===== config.mk =====
export PLATFORM = sky130hd
export DESIGN_NAME = scc_unit
export DESIGN_NICKNAME = d
export VERILOG_FILES = /design/src/logic/scc_pkg.sv /design/src/logic/scc_tb_if.sv /design/src/logic/scc_timebase.sv /design/src/logic/scc_unit.sv
export VERILOG_INCLUDE_DIRS = /design/src /design/src/logic
export SDC_FILE = /design/constraint.sdc
export NUM_CORES = 1
export LEC_CHECK = 0
export BUFFER_PORTS_ARGS = -buffer_cell sky130_fd_sc_hd__buf_2
export CAP_MARGIN = 10
export CORE_ASPECT_RATIO = 1.75
export CORE_MARGIN = 5
export CORE_UTILIZATION = 25
export CTS_CLUSTER_SIZE = 25
export DETAILED_ROUTE_END_ITERATION = 12
export GPL_TIMING_DRIVEN = 0
export PLACE_DENSITY = 0.51
export SLEW_MARGIN = 20
export SYNTH_ARGS = -nofsm -noshare
export SYNTH_HDL_FRONTEND = slang
export SYNTH_SLANG_ARGS = --single-unit

===== constraint.sdc =====
create_clock -name clk -period 8.1 [get_ports clk]
set_clock_uncertainty 0.15 [all_clocks]
set_input_delay 0.405 -clock clk [delete_from_list [all_inputs] [get_ports clk]]
set_output_delay 0.405 -clock clk [all_outputs]
set_load 0.05 [all_outputs]

===== src/logic/scc_cfg.svh =====
// constants for the sixteen channel capture/compare unit
`ifndef SCC_CFG_SVH
`define SCC_CFG_SVH
`define SCC_NCH 16
`define SCC_TW 16
`define SCC_CNT_MAX 16'hFFFF
`define SCC_CNT_RST 16'h0000
`define SCC_PRE_W 8
`define SCC_PRE_RST 8'h00
`define SCC_STAG_LAST 3'h7
`define SCC_EDGE_RISE 2'h1
`define SCC_EDGE_FALL 2'h2
`define SCC_DBL_PAIRS 8
`define SCC_DBL_OFS 8
`endif


===== src/logic/scc_pkg.sv =====
// types for the sixteen channel capture/compare unit
package scc_pkg;
	typedef enum logic [2:0] {
		SCC_OFF,
		SCC_CAPTURE,
		SCC_CMP0,
		SCC_CMP1,
		SCC_CMP2,
		SCC_CMP3
	} scc_mode_e;

	typedef enum logic [1:0] {
		SCC_SRC_PRESC,
		SCC_SRC_AUX,
		SCC_SRC_EXT
	} scc_src_e;

	typedef struct packed {
		logic [15:0] cnt;
		logic [7:0] pre;
		logic [2:0] stag;
		logic [2:0] sync;
		logic lvl;
		logic tick;
		logic ovf;
	} scc_tb_s;
endpackage : scc_pkg


===== src/logic/scc_tb_if.sv =====
// link between the unit and one of its time bases
`timescale 1ns/1ns
interface scc_tb_if;
	logic run;
	logic [1:0] src;
	logic [2:0] psel;
	logic stag_en;
	logic [15:0] reload;
	logic aux_ovf;
	logic ext_in;
	logic [15:0] cnt;
	logic tick;
	logic ovf;

	modport timer (
		input run, src, psel, stag_en, reload, aux_ovf, ext_in,
		output cnt, tick, ovf
	);
	modport owner (
		output run, src, psel, stag_en, reload, aux_ovf, ext_in,
		input cnt, tick, ovf
	);
endinterface : scc_tb_if


===== src/logic/scc_timebase.sv =====
// reloadable 16-bit time base with prescaler, aux and external count sources
`timescale 1ns/1ns
`include "scc_cfg.svh"
module scc_timebase
	import scc_pkg::*;
(
	// clock and reset
	input wire logic clk,
	input wire logic rst_b,
	// owner side
	scc_tb_if.timer tb
);
	scc_tb_s st;
	scc_tb_s next_st;

	function automatic logic [7:0] pre_mask(input logic [2:0] sel);
		pre_mask = 8'((8'h01 << sel) - 8'h01);
	endfunction : pre_mask

	always_comb begin
		logic base;
		base = 1'b0;
		next_st = st;
		next_st.tick = 1'b0;
		next_st.ovf = 1'b0;
		// external count input: three stages, level taken when last two agree
		next_st.sync = {st.sync[1:0], tb.ext_in};
		if (st.sync[2] == st.sync[1]) begin
			next_st.lvl = st.sync[2];
		end
		if (tb.run) begin
			case (scc_src_e'(tb.src))
				SCC_SRC_PRESC: begin
					if (st.pre >= pre_mask(tb.psel)) begin
						next_st.pre = `SCC_PRE_RST;
						base = 1'b1;
					end else begin
						next_st.pre = 8'(st.pre + 8'h01);
					end
				end
				SCC_SRC_AUX: base = tb.aux_ovf;
				SCC_SRC_EXT: base = next_st.lvl & ~st.lvl;
				default: base = 1'b0;
			endcase
		end
		// staggered operation: one count per eight base ticks
		if (base && tb.stag_en) begin
			next_st.stag = 3'(st.stag + 3'h1);
			base = (st.stag == `SCC_STAG_LAST);
		end
		if (base) begin
			next_st.tick = 1'b1;
			if (st.cnt == `SCC_CNT_MAX) begin
				next_st.cnt = tb.reload;
				next_st.ovf = 1'b1;
			end else begin
				next_st.cnt = 16'(st.cnt + 16'h0001);
			end
		end
	end

	always_ff @(posedge clk or negedge rst_b) begin
		if (!rst_b) begin
			st <= '0;
		end else begin
			st <= next_st;
		end
	end

	assign tb.cnt = st.cnt;
	assign tb.tick = st.tick;
	assign tb.ovf = st.ovf;
endmodule : scc_timebase


===== src/logic/scc_unit.sv =====
// sixteen channel capture/compare array with two time bases
`timescale 1ns/1ns
`include "scc_cfg.svh"
module scc_unit
	import scc_pkg::*;
(
	// clock and reset
	input wire logic clk,
	input wire logic rst_b,
	// time base 0 setup
	input wire logic t0_run,
	input wire logic [1:0] t0_src,
	input wire logic [2:0] t0_psel,
	input wire logic [15:0] t0_reload,
	input wire logic t0_ext_in,
	// time base 1 setup
	input wire logic t1_run,
	input wire logic [1:0] t1_src,
	input wire logic [2:0] t1_psel,
	input wire logic [15:0] t1_reload,
	input wire logic t1_ext_in,
	// shared timing options
	input wire logic stag_en,
	input wire logic auxiliary_gp_timer_ovf,
	// channel setup
	input wire logic [15:0][2:0] ch_mode,
	input wire logic [15:0] ch_tmr,
	input wire logic [15:0][1:0] ch_edge,
	input wire logic [15:0] ch_single,
	input wire logic [7:0] ch_dbl,
	// register write and read
	input wire logic wr_en,
	input wire logic [3:0] wr_idx,
	input wire logic [15:0] wr_data,
	input wire logic [3:0] rd_idx,
	output logic [15:0] rd_data,
	// pins and events
	input wire logic [15:0] pin_in,
	output logic [15:0] pin_out,
	output logic [15:0] pin_oe,
	output logic [15:0] irq,
	output logic [1:0] tmr_ovf
);
	typedef struct packed {
		logic [15:0][15:0] ccr;
		logic [15:0] ps1;
		logic [15:0] ps2;
		logic [15:0] ps3;
		logic [15:0] plvl;
		logic [15:0] pout;
		logic [15:0] poe;
		logic [15:0] irq;
		logic [15:0] done;
		logic [15:0] se_lock;
		logic [15:0] rd;
		logic [1:0] ovf;
	} scc_unit_s;

	scc_unit_s st;
	scc_unit_s next_st;

	scc_tb_if tb0 ();
	scc_tb_if tb1 ();

	assign tb0.run = t0_run;
	assign tb0.src = t0_src;
	assign tb0.psel = t0_psel;
	assign tb0.stag_en = stag_en;
	assign tb0.reload = t0_reload;
	assign tb0.aux_ovf = auxiliary_gp_timer_ovf;
	assign tb0.ext_in = t0_ext_in;
	assign tb1.run = t1_run;
	assign tb1.src = t1_src;
	assign tb1.psel = t1_psel;
	assign tb1.stag_en = stag_en;
	assign tb1.reload = t1_reload;
	assign tb1.aux_ovf = auxiliary_gp_timer_ovf;
	assign tb1.ext_in = t1_ext_in;

	scc_timebase u_tb0 (
		.clk(clk),
		.rst_b(rst_b),
		.tb(tb0.timer)
	);

	scc_timebase u_tb1 (
		.clk(clk),
		.rst_b(rst_b),
		.tb(tb1.timer)
	);

	function automatic logic edge_hit(input logic [1:0] sel, input logic old_lvl, input logic new_lvl);
		edge_hit = ((sel & `SCC_EDGE_RISE) != 2'h0 && !old_lvl && new_lvl) ||
			((sel & `SCC_EDGE_FALL) != 2'h0 && old_lvl && !new_lvl);
	endfunction : edge_hit

	function automatic logic is_compare(input scc_mode_e m);
		is_compare = (m == SCC_CMP0) || (m == SCC_CMP1) || (m == SCC_CMP2) || (m == SCC_CMP3);
	endfunction : is_compare

	always_comb begin
		logic [15:0] cnt;
		logic tick;
		logic ovf;
		logic [15:0] match;
		logic [15:0] ovf_ch;
		logic [15:0] cnt_ch [16];
		logic [15:0] lvl_now;
		logic act;
		scc_mode_e m;
		cnt = '0;
		tick = 1'b0;
		ovf = 1'b0;
		match = '0;
		ovf_ch = '0;
		lvl_now = st.plvl;
		act = 1'b0;
		m = SCC_OFF;
		for (int k = 0; k < `SCC_NCH; k++) begin
			cnt_ch[k] = '0;
		end
		next_st = st;
		next_st.irq = '0;
		next_st.ovf = {tb1.ovf, tb0.ovf};
		// pin inputs: three stages, level taken when last two agree
		next_st.ps1 = pin_in;
		next_st.ps2 = st.ps1;
		next_st.ps3 = st.ps2;
		for (int i = 0; i < `SCC_NCH; i++) begin
			if (st.ps2[i] == st.ps3[i]) begin
				lvl_now[i] = st.ps3[i];
			end
		end
		next_st.plvl = lvl_now;
		// software write first so that a capture in the same cycle wins
		if (wr_en) begin
			next_st.ccr[wr_idx] = wr_data;
		end
		// per-channel timer view and match detection
		for (int i = 0; i < `SCC_NCH; i++) begin
			cnt = ch_tmr[i] ? tb1.cnt : tb0.cnt;
			tick = ch_tmr[i] ? tb1.tick : tb0.tick;
			ovf = ch_tmr[i] ? tb1.ovf : tb0.ovf;
			cnt_ch[i] = cnt;
			ovf_ch[i] = ovf;
			match[i] = tick && (cnt == st.ccr[i]) && is_compare(scc_mode_e'(ch_mode[i]));
		end
		for (int i = 0; i < `SCC_NCH; i++) begin
			m = scc_mode_e'(ch_mode[i]);
			// once-per-period lockout released at overflow; a match in that cycle wins only if the lockout was already clear
			if (ovf_ch[i]) begin
				next_st.done[i] = 1'b0;
			end
			if (!ch_single[i]) begin
				next_st.se_lock[i] = 1'b0;
			end
			act = match[i] && !(ch_single[i] && st.se_lock[i]);
			next_st.poe[i] = (m == SCC_CMP1) || (m == SCC_CMP3);
			case (m)
				SCC_CAPTURE: begin
					if (edge_hit(ch_edge[i], st.plvl[i], lvl_now[i])) begin
						next_st.ccr[i] = cnt_ch[i];
						next_st.irq[i] = 1'b1;
					end
				end
				SCC_CMP0: begin
					if (act) begin
						next_st.irq[i] = 1'b1;
						next_st.se_lock[i] = 1'b1;
					end
				end
				SCC_CMP1: begin
					if (act) begin
						next_st.pout[i] = ~st.pout[i];
						next_st.irq[i] = 1'b1;
						next_st.se_lock[i] = 1'b1;
					end
				end
				SCC_CMP2: begin
					if (act && !st.done[i]) begin
						next_st.irq[i] = 1'b1;
						next_st.done[i] = 1'b1;
						next_st.se_lock[i] = 1'b1;
					end
				end
				SCC_CMP3: begin
					if (ovf_ch[i]) begin
						next_st.pout[i] = 1'b0;
					end
					if (act && !st.done[i]) begin
						next_st.pout[i] = 1'b1;
						next_st.irq[i] = 1'b1;
						next_st.done[i] = 1'b1;
						next_st.se_lock[i] = 1'b1;
					end
				end
				default: next_st.poe[i] = 1'b0;
			endcase
		end
		// double register: upper partner toggles the lower pin, its own pin idle
		for (int i = 0; i < `SCC_DBL_PAIRS; i++) begin
			if (ch_dbl[i]) begin
				next_st.poe[i + `SCC_DBL_OFS] = 1'b0;
				next_st.poe[i] = is_compare(scc_mode_e'(ch_mode[i]));
				next_st.pout[i + `SCC_DBL_OFS] = 1'b0;
				if (match[i + `SCC_DBL_OFS] &&
					!(ch_single[i + `SCC_DBL_OFS] && st.se_lock[i + `SCC_DBL_OFS])) begin
					next_st.pout[i] = ~next_st.pout[i];
				end
			end
		end
		next_st.rd = next_st.ccr[rd_idx];
	end

	always_ff @(posedge clk or negedge rst_b) begin
		if (!rst_b) begin
			st <= '0;
		end else begin
			st <= next_st;
		end
	end

	assign rd_data = st.rd;
	assign pin_out = st.pout;
	assign pin_oe = st.poe;
	assign irq = st.irq;
	assign tmr_ovf = st.ovf;
endmodule : scc_unit


## After elaboration in Yosys (flattened, before gate mapping)

Index checks and enable logic that the tools add are counted.
Widths: inputs -> output; s select.

| operators by class | value |
|---|---|
| $add $sub $neg | 8 |
| multiply operators | 0 |
| div/mod/pow operators | 0 |
| order comparisons | 5 |
| eq/ne operators | 138 |
| shifts and indexed selects | 2 |
| multiplexer cells | 416 |
| bitwise logic cells | 28 |
| reduce and logical (&&, ||, !) cells | 359 |

Operators by type and width:

| kind | count |
|---|---|
| $mux 16 | 52 |
| $mux 1 | 306 |
| $bwmux 256 | 1 |
| $eq 16x16->1 | 16 |
| $mux 256 | 1 |
| $logic_and 1x1->1 | 147 |
| $eq 3x3->1 const B | 34 |
| $eq 3x2->1 const B | 32 |
| $logic_or 1x1->1 | 80 |
| $reduce_or 5->1 | 16 |
| $bmux 16 s4 | 1 |
| $demux 16 s4 | 1 |
| $logic_not 1->1 | 64 |
| $pmux 1 s2 | 32 |
| $reduce_or 2->1 | 32 |
| $pmux 1 s3 | 18 |
| $eq 3x1->1 const B | 16 |
| $add 16x1->16 const B | 2 |
| $eq 16x16->1 const B | 2 |
| $ne 4x3->1 const B | 8 |
| $not 1->1 | 26 |
| $ne 3x2->1 const B | 8 |
| $reduce_and 3->1 | 8 |
| $reduce_bool 3->1 | 8 |
| 15 further kinds | 45 |

| word-level totals | value |
|---|---|
| register bits | 484 |
| bits in latches | 0 |
| memory bits (writable) | 0 |
| memory bits (read-only) | 0 |
| input bits | 211 |
| output and inout port bits | 66 |
| word-level logic and storage cells | 1005 |
| memories kept | 0 |

## Depth between registers and ports, before layout

Gate-level depths: netlist of the first run.

| depth | value |
|---|---|
| depth after elaboration | 12 |
| gate-level depth with buffers | 18 |
| mapped depth without buffers | 16 |

## Hierarchy

From an unflattened synthesis of the first run, not the netlist that was laid out.

| unflattened totals | value |
|---|---|
| cells, all modules | 3173 |
| area total of the unflattened synthesis | 31816.8 µm² |

By module, submodules not included:

| module | times used | cells an instance | area each (µm²) | sequential area each (µm²) |
|---|---|---|---|---|
| scc_unit | 1 | 2694 | 27361.2 | 10460.0 |
| scc_timebase (u_tb0) | 1 | 237 | 2258.4 | 825.8 |
| scc_timebase (u_tb1) | 1 | 242 | 2197.1 | 825.8 |

## Worst setup path after synthesis of the first run

OpenSTA, ideal clock, no wires.

| path | value |
|---|---|
| path kind | input -> register |
| start | input port t1_psel[1] |
| end | register u_tb1.st, in the netlist u_tb1.tb.cnt[1] |
| setup time | 0.141 ns |
| arrival time | 3.147 ns |
| required time | 7.809 ns |
| setup slack | 4.662 ns |
| cell stages on the path | 17 |
| path buffers | 3 |
| path through | or3_1 ha_1 clkbuf_1 xor2_1 nor2_1 a21oi_1 ha_1 and3_1 nand2_1 o21ai_0 nand2_1 a21oi_1 nand3_1 inv_1 clkbuf_1 clkbuf_1 a31oi_1 |

| between the ends | value |
|---|---|
| word-level cells in the longest chain between the ends | 8 |

Ends and longest elaborated chain:

| what | RTL line | source |
|---|---|---|
| start: declaration | scc_unit.sv:19 | `input wire logic [2:0] t1_psel,` |
| $shl 1x3->8 * | scc_timebase.sv:17 | `pre_mask = 8'((8'h01 << sel) - 8'h01);` |
| $sub 8x1->8 * | scc_timebase.sv:17 |  |
| $ge 8x8->1 * | scc_timebase.sv:34 | `if (st.pre >= pre_mask(tb.psel)) begin` |
| $mux 1 * | scc_timebase.sv:34 |  |
| $pmux 1 s3 * | scc_timebase.sv:32 | `case (scc_src_e'(tb.src))` |
| $mux 1 * | scc_timebase.sv:31 | `if (tb.run) begin` |
| $logic_and 1x1->1 | scc_timebase.sv:47 | `if (base && tb.stag_en) begin` |
| $mux 1 * | scc_timebase.sv:47 |  |
| end signal: assignment | scc_timebase.sv:66 | `st <= next_st;` |
| end: declaration | scc_timebase.sv:13 | `scc_tb_s st;` |

Every way passes the cells marked *; elsewhere a longest branch is shown, timed or not.
A chain may end at the register's enable or synchronous reset.

==> results of run 1 <==
==> sequential cells by signal, summed over array words and instances, names as in the netlist <==
signal,count
pin_oe,16
st,320
u_tb0.tb.tick,1
rd_data,16
u_tb1.st,13
u_tb1.tb.ovf,1
u_tb0.st,13
u_tb1.next_st,2
u_tb0.tb.cnt,16
u_tb1.tb.tick,1
next_st,32
u_tb0.tb.ovf,1
tmr_ovf,2
pin_out,16
u_tb1.tb.cnt,16
irq,16
u_tb0.next_st,2
==> cell usage in the layout, fill, tap and decap left out, drive strengths merged, types with 74 or more instances in the layout <==
cell | Yosys | layout
mux2i | 734 | 734
dfrtp | 484 | 484
buf | 161 | 436
xnor2 | 230 | 230
clkbuf | 111 | 191
nand2 | 190 | 190
o21ai | 131 | 131
dlygate4sd3 | 0 | 122
nor2 | 113 | 113
nand3 | 74 | 74
==> critical path, delay by kind of cell, from the launching register on <==
kind                      cells  cell delay, ps
DFF                           1             320
and+or+nand+nor               3            1020
muxes                         1             280
xor gates and xnor gates      1             310
buffers and inverters         3            2440
AOI/OAI and AO/OA             2             300
==> metal layers <==
metal	track usage, %	part of all wire [%]
met2	36.9	46
met5	0	0.084
met4	21.3	12
met3	4.02	5.4
met1	24.5	37
==> timing repair <==
item                      in CTS  in global routing
hold buffers                 121                  1
hold endpoints to repair     341                  1
gates resized for setup        0                  0
==> worst max path at each step <==
stage,start,to,cells after the start
after floorplan,t1_psel[1],u_tb1.tb.cnt[1],17
after global placement,rst_b,next_st[144],1
after detailed placement,u_tb0.tb.cnt[10],pin_out[5],10
after CTS,u_tb0.tb.cnt[10],pin_out[5],10
after global routing,u_tb1.tb.cnt[15],irq[0],10
final,u_tb1.tb.cnt[15],irq[0],10
==> logic make-up after synthesis <==
logic type | count (synthesis) | share of synthesized area (%)
adders and majority gates | 34 | 1.32
and+or+nand+nor | 623 | 9.98
other | 1 | 0.0121
muxes | 841 | 29.9
AOI/OAI and AO/OA | 344 | 6.88
DFF | 484 | 39.1
xor gates and xnor gates | 277 | 7.82
buffers and inverters | 303 | 4.99
==> metrics by stage <==
| stage | hold slack (ps) | setup TNS [ps] | cell area (um^2) | setup slack [ps] |
|---|---|---|---|---|
| 3_3_place_gp | 182 | -2408750 | 34400 | -5160 |
| 3_5_place_dp | 185 | 0 | 34700 | 3400 |
| 6_report | -0.260 | 0 | 37900 | 3180 |
| 2_1_floorplan | -40.6 | 0 | 31000 | 4660 |
| 5_1_grt | 4.48 | 0 | 37900 | 3210 |
| 4_1_cts | 1.16 | 0 | 37900 | 3340 |
==> cell usage after synthesis, drive strengths merged, types with 21 or more instances <==
| master | n |
|---|---|
| mux2i | 734 |
| dfrtp | 484 |
| xnor2 | 230 |
| nand2 | 190 |
| buf | 161 |
| o21ai | 131 |
| nor2 | 113 |
| clkbuf | 111 |
| nand3 | 74 |
| a21oi | 67 |
| mux4 | 64 |
| nor4 | 52 |
| xor2 | 47 |
| mux2 | 43 |
| a22oi | 41 |
| nor2b | 36 |
| nor3 | 33 |
| inv | 31 |
| ha | 28 |
| nand2b | 28 |
| nand4 | 21 |
==> power breakdown <==
group          internal [mW]  total, mW  leakage [nW]  switching (mW)
clock network           1.59       2.82         0.968            1.23
registers               2.90       3.25          6.12           0.352
logic                   1.25       3.28          10.7            2.04
total                   5.73       9.35          17.7            3.62
==> final cells by class <==
class / instances / area (um^2) / share of cell area (%)
Multi-Input combinational cell: 2121 / 17400 / 45.9
Sequential cell: 484 / 12100 / 31.9
Timing Repair Buffer: 397 / 2810 / 7.40
Tap cell: 1643 / 2060 / 5.42
Clock buffer: 80 / 1660 / 4.36
Buffer: 272 / 1470 / 3.87
Clock inverter: 28 / 293 / 0.772
Inverter: 31 / 116 / 0.307
Antenna cell: 10 / 25.0 / 0.0660
==> impl_metrics.yaml, run 1 <==
run_status:
  outcome: "finished with violations"
  violations: "negative hold slack"
worst_setup_path:
  critPathLaunchType: "flip-flop"
  setup.worst_path.class: "reg -> reg"
  crit_chain: "clkbuf_1, buf_1, mux2i_1, xnor2_1, nor4_1, nand4_1, nor3b_1, a21oi_1, o21ai_0, dlygate4sd3_1"
  rr_startpoint: "u_tb1.tb.cnt[15]"
  cp_slowest_cell: "buf_1"
  cp-end-kind: "flip-flop"
  required_ps: 8580
  r2r_cells: 10
  critPathArrivalTime_ps: 5390
  reg2reg_to: "irq[0]"
  max_stage_delay_ps: 1000
  cp_max_fo: 10
  rrSetupSlack_ps: 3180
logic_synthesis:
  synth_flop_cell: "dfrtp_1"
  synth_warnings: 0
  synth-edff-count: 0
  synth_top_area_cell: "dfrtp_1"
  synth_async_sr_flop_share_pct: 100
  synth.ff_latch_count: 484
  syn_area_per_cell_um2: 10.7
  synth.distinct_cells: 73
  netlist_instances: 2907
  synth_area_um2: 31000
  yosysSeqAreaShare_pct: 39.1
  synth_area_leaders: "dfrtp_1, mux2i_1, xnor2_1"
  synth_top_area_share_pct: 39.1
timing:
  worstMarginPinSlew_ps: 1280
  hold_violations: 1
  period_minus_slack_ps: 4920
  fmax_ghz: 0.203
  fin_crit_sh_pct: 60.7
  rsz0062_at_grt: "false"
  slew_violations: 0
  finalHoldWorstSlack_ps: -0.260
  relSlewSlack_pct: 14.5
  setup_viol: 0
cells_and_area:
  postLayoutCoreUtil_pct: 30.7
  drive_gt1_share_pct: 19.7
  stdcell_count: 5066
  fillers: 13000
  area_growth_pct: 22.3
  nets: 3604
worst_hold_path:
  holdPathEnd: "pin_out[8]"
  min_path_cells: 3
  min_path_type: "in -> reg"
  min_from: "ch_dbl[0]"
global_route:
  grt_use_total_pct: 22.5
  grt_overflow: 0
  grt_pass1_wl_mm: 211
  grt_max_degree: 87
  grt_pass1_vias: 27100
  antenna_found_initial: 27
die:
  io_pins: 277
  initial_core_util_pct: 25.1
  die_w_um: 276
  fp-row-count: 171
  dieArea_um2: 131000
  dieHeight_um: 476
  core_area_um2: 124000
routing:
  postRouteAntennaNets: 0
  drt-initial-drc-count: 1901
  drc: 0
  wire_per_inst_um: 30.2
  vias: 26100
  dr.pass1.iters: 5
  vias_per_cell: 5.14
  routed_wl_mm: 153
power:
  power_density_nw_per_um2: 247
  irDropWorstVdd_uv: 168
  total_power_mw: 9.35
  p_leak_nw: 17.7
clocking:
  cts_setup_buffers: 0
  cts_max_level: 2
  cts_sinks: 484
  insertion_delay_ps: 700
  cts_tree: "built"
  ctsRootBufferMaster: "clkbuf_16"
  clkTransAtPathRegs_ps: 70
  clock_path_buffers: 3
  numCtsBuffers: 58
placed_design:
  place_inst: 4824
  place_congestion: 1.01
  io_buffers: 258
  dp_hpwl_mm: 116
flow_run:
  max_cap_violations: 0
(Power assumes the default switching activity.)
==> inputs of run 2 (changes only) <==
Clock period 8.1 ns to 5.07 ns, I/O delays scaled along.
==> impl_metrics.yaml, run 2 (synthesized netlist as in run 1, its figures left out) <==
routing:
  drc: 0
  vias_per_cell: 5.09
  vias: 26200
  dr.pass1.iters: 5
  wire_per_inst_um: 29.8
  drt-initial-drc-count: 1847
  routed_wl_mm: 154
  postRouteAntennaNets: 0
cells_and_area:
  fillers: 12900
  drive_gt1_share_pct: 19.2
  largest_reg_flops: 320
  most-common-layout-cells: "mux2i_1, dfrtp_1, buf_2, xnor2_1, dlygate4sd3_1"
  nets: 3689
  area_growth_pct: 25.1
  regMostFlops: "st"
  final_common_cell: "mux2i_1"
die:
  initial_core_util_pct: 25.1
  io_pins: 277
  core_area_um2: 124000
  die_w_um: 276
  fp-row-count: 171
  dieHeight_um: 476
  dieArea_um2: 131000
worst_setup_path:
  cp-end-kind: "flip-flop"
  critPathArrivalTime_ps: 5510
  cpMostUsedCell: "clkbuf_1"
  critPathLaunchType: "flip-flop"
  cp_slowest_cell: "clkbuf_1"
  setup.worst_path.class: "reg -> reg"
  cp_max_fo: 10
  required_ps: 5500
  max_stage_delay_ps: 920
  crit_chain: "clkbuf_1, clkbuf_1, mux2i_1, xor2_1, nand4_1, nor4_2, o21ai_0, a22oi_1, nor2_1, dlygate4sd3_1"
power:
  p_leak_nw: 18.2
  power_density_nw_per_um2: 386
  irDropWorstVdd_uv: 267
  total_power_mw: 15.0
run_status:
  violations: "negative setup slack"
  outcome: "finished with violations"
clocking:
  cts_setup_buffers: 0
  cts.repair.resized: 0
  insertion_delay_ps: 700
  numCtsBuffers: 58
  clkTransAtPathRegs_ps: 70
  cts_tree: "built"
  cts_sinks: 484
  cts_hold_buf: 208
  ctsRootBufferMaster: "clkbuf_16"
  clock_path_buffers: 3
  cts_max_level: 2
timing:
  fmax_ghz: 0.197
  finalHoldWorstSlack_ps: 25.4
  rsz0062_at_grt: "false"
  fin_ws_ps: -12.2
  period_minus_slack_ps: 5080
  hold_violations: 0
  worstMarginPinSlew_ps: 1300
  slew_violations: 0
  fin_crit_sh_pct: 100
  relSlewSlack_pct: 13.3
  setup_viol: 1
global_route:
  grt_pass1_wl_mm: 212
  grt_overflow: 0
  grt_pass1_vias: 27600
  grt_use_total_pct: 22.6
  antenna_found_initial: 22
  grt_max_degree: 87
placed_design:
  io_buffers: 258
  dp_hpwl_mm: 116
  place_congestion: 1.01
worst_hold_path:
  min_path_type: "in -> reg"
flow_run:
  max_cap_violations: 0
run 2: changes by cell type in the layout (fill, tap and decap cells not counted), sizes merged:
cell         change
diode            -1
dlygate4sd3     +85
run 2: metal layers:
layer  vias to the layer above  global-route usage (%)  share of wire, %  wire length, um
met5                         -                       0             0.018               28
met4                         6                    21.3                12            18200
met3                       454                    3.84               5.5             8390
met2                      1091                    37.1                46            70900
met1                     13100                    24.7                37            56200
li1                      11500                       -                 -                -
run 2: stage by stage:
stage	utilization, %	setup WS (ps)	cells	setup TNS (ps)	cell area (um^2)
6_report	31.4	-12.2	5150	-12.2	38800
5_1_grt	31.4	52.2	5149	0	38800
4_1_cts	31.3	76.6	5140	0	38800
3_5_place_dp	28.1	366	4824	0	34700
3_3_place_gp	27.8	-8030	4809	-3831320	34400
2_1_floorplan	-	1780	2908	0	31000
run 2: final cells by class:
type	count	area (um^2)	area share, %
diodes	9	22.5	0.0581
clock buffers	80	1660	4.27
repair buffers	482	3670	9.46
plain buffers	272	1470	3.78
multi-input cells	2121	17400	44.8
clock inverters	28	293	0.755
well taps	1643	2060	5.30
inverters	31	116	0.300
flip-flops and latches	484	12100	31.2
run 2: final timing paths:
kind / start / end / slack (ps) / cells after the start
min in group asynchronous: rst_b / next_st[117] / 40 / 3
hold reg to reg: next_st[144] / next_st[128] / 200 / 0
hold / removal: wr_data[0] / st[370] / 30 / 3
max in group asynchronous: rst_b / next_st[144] / 3330 / 5
setup reg to reg: u_tb0.tb.cnt[10] / pin_out[14] / -10 / 10
setup / recovery: u_tb0.tb.cnt[10] / pin_out[14] / -10 / 10
run 2: power by group:
part           switching (mW)  total [mW]  internal [mW]
logic                    3.25        5.28           2.02
clock network            1.96        4.50           2.54
registers               0.560        5.19           4.63
run 2: worst max-delay path, delay by kind of cell (launching register included):
kind	cells	cell delay, ps
buffers and inverters	3	2280
AND/OR/NAND/NOR	3	810
AO/OA/AOI/OAI	2	410
flip-flops	1	700
XOR/XNOR	1	310
multiplexers	1	260
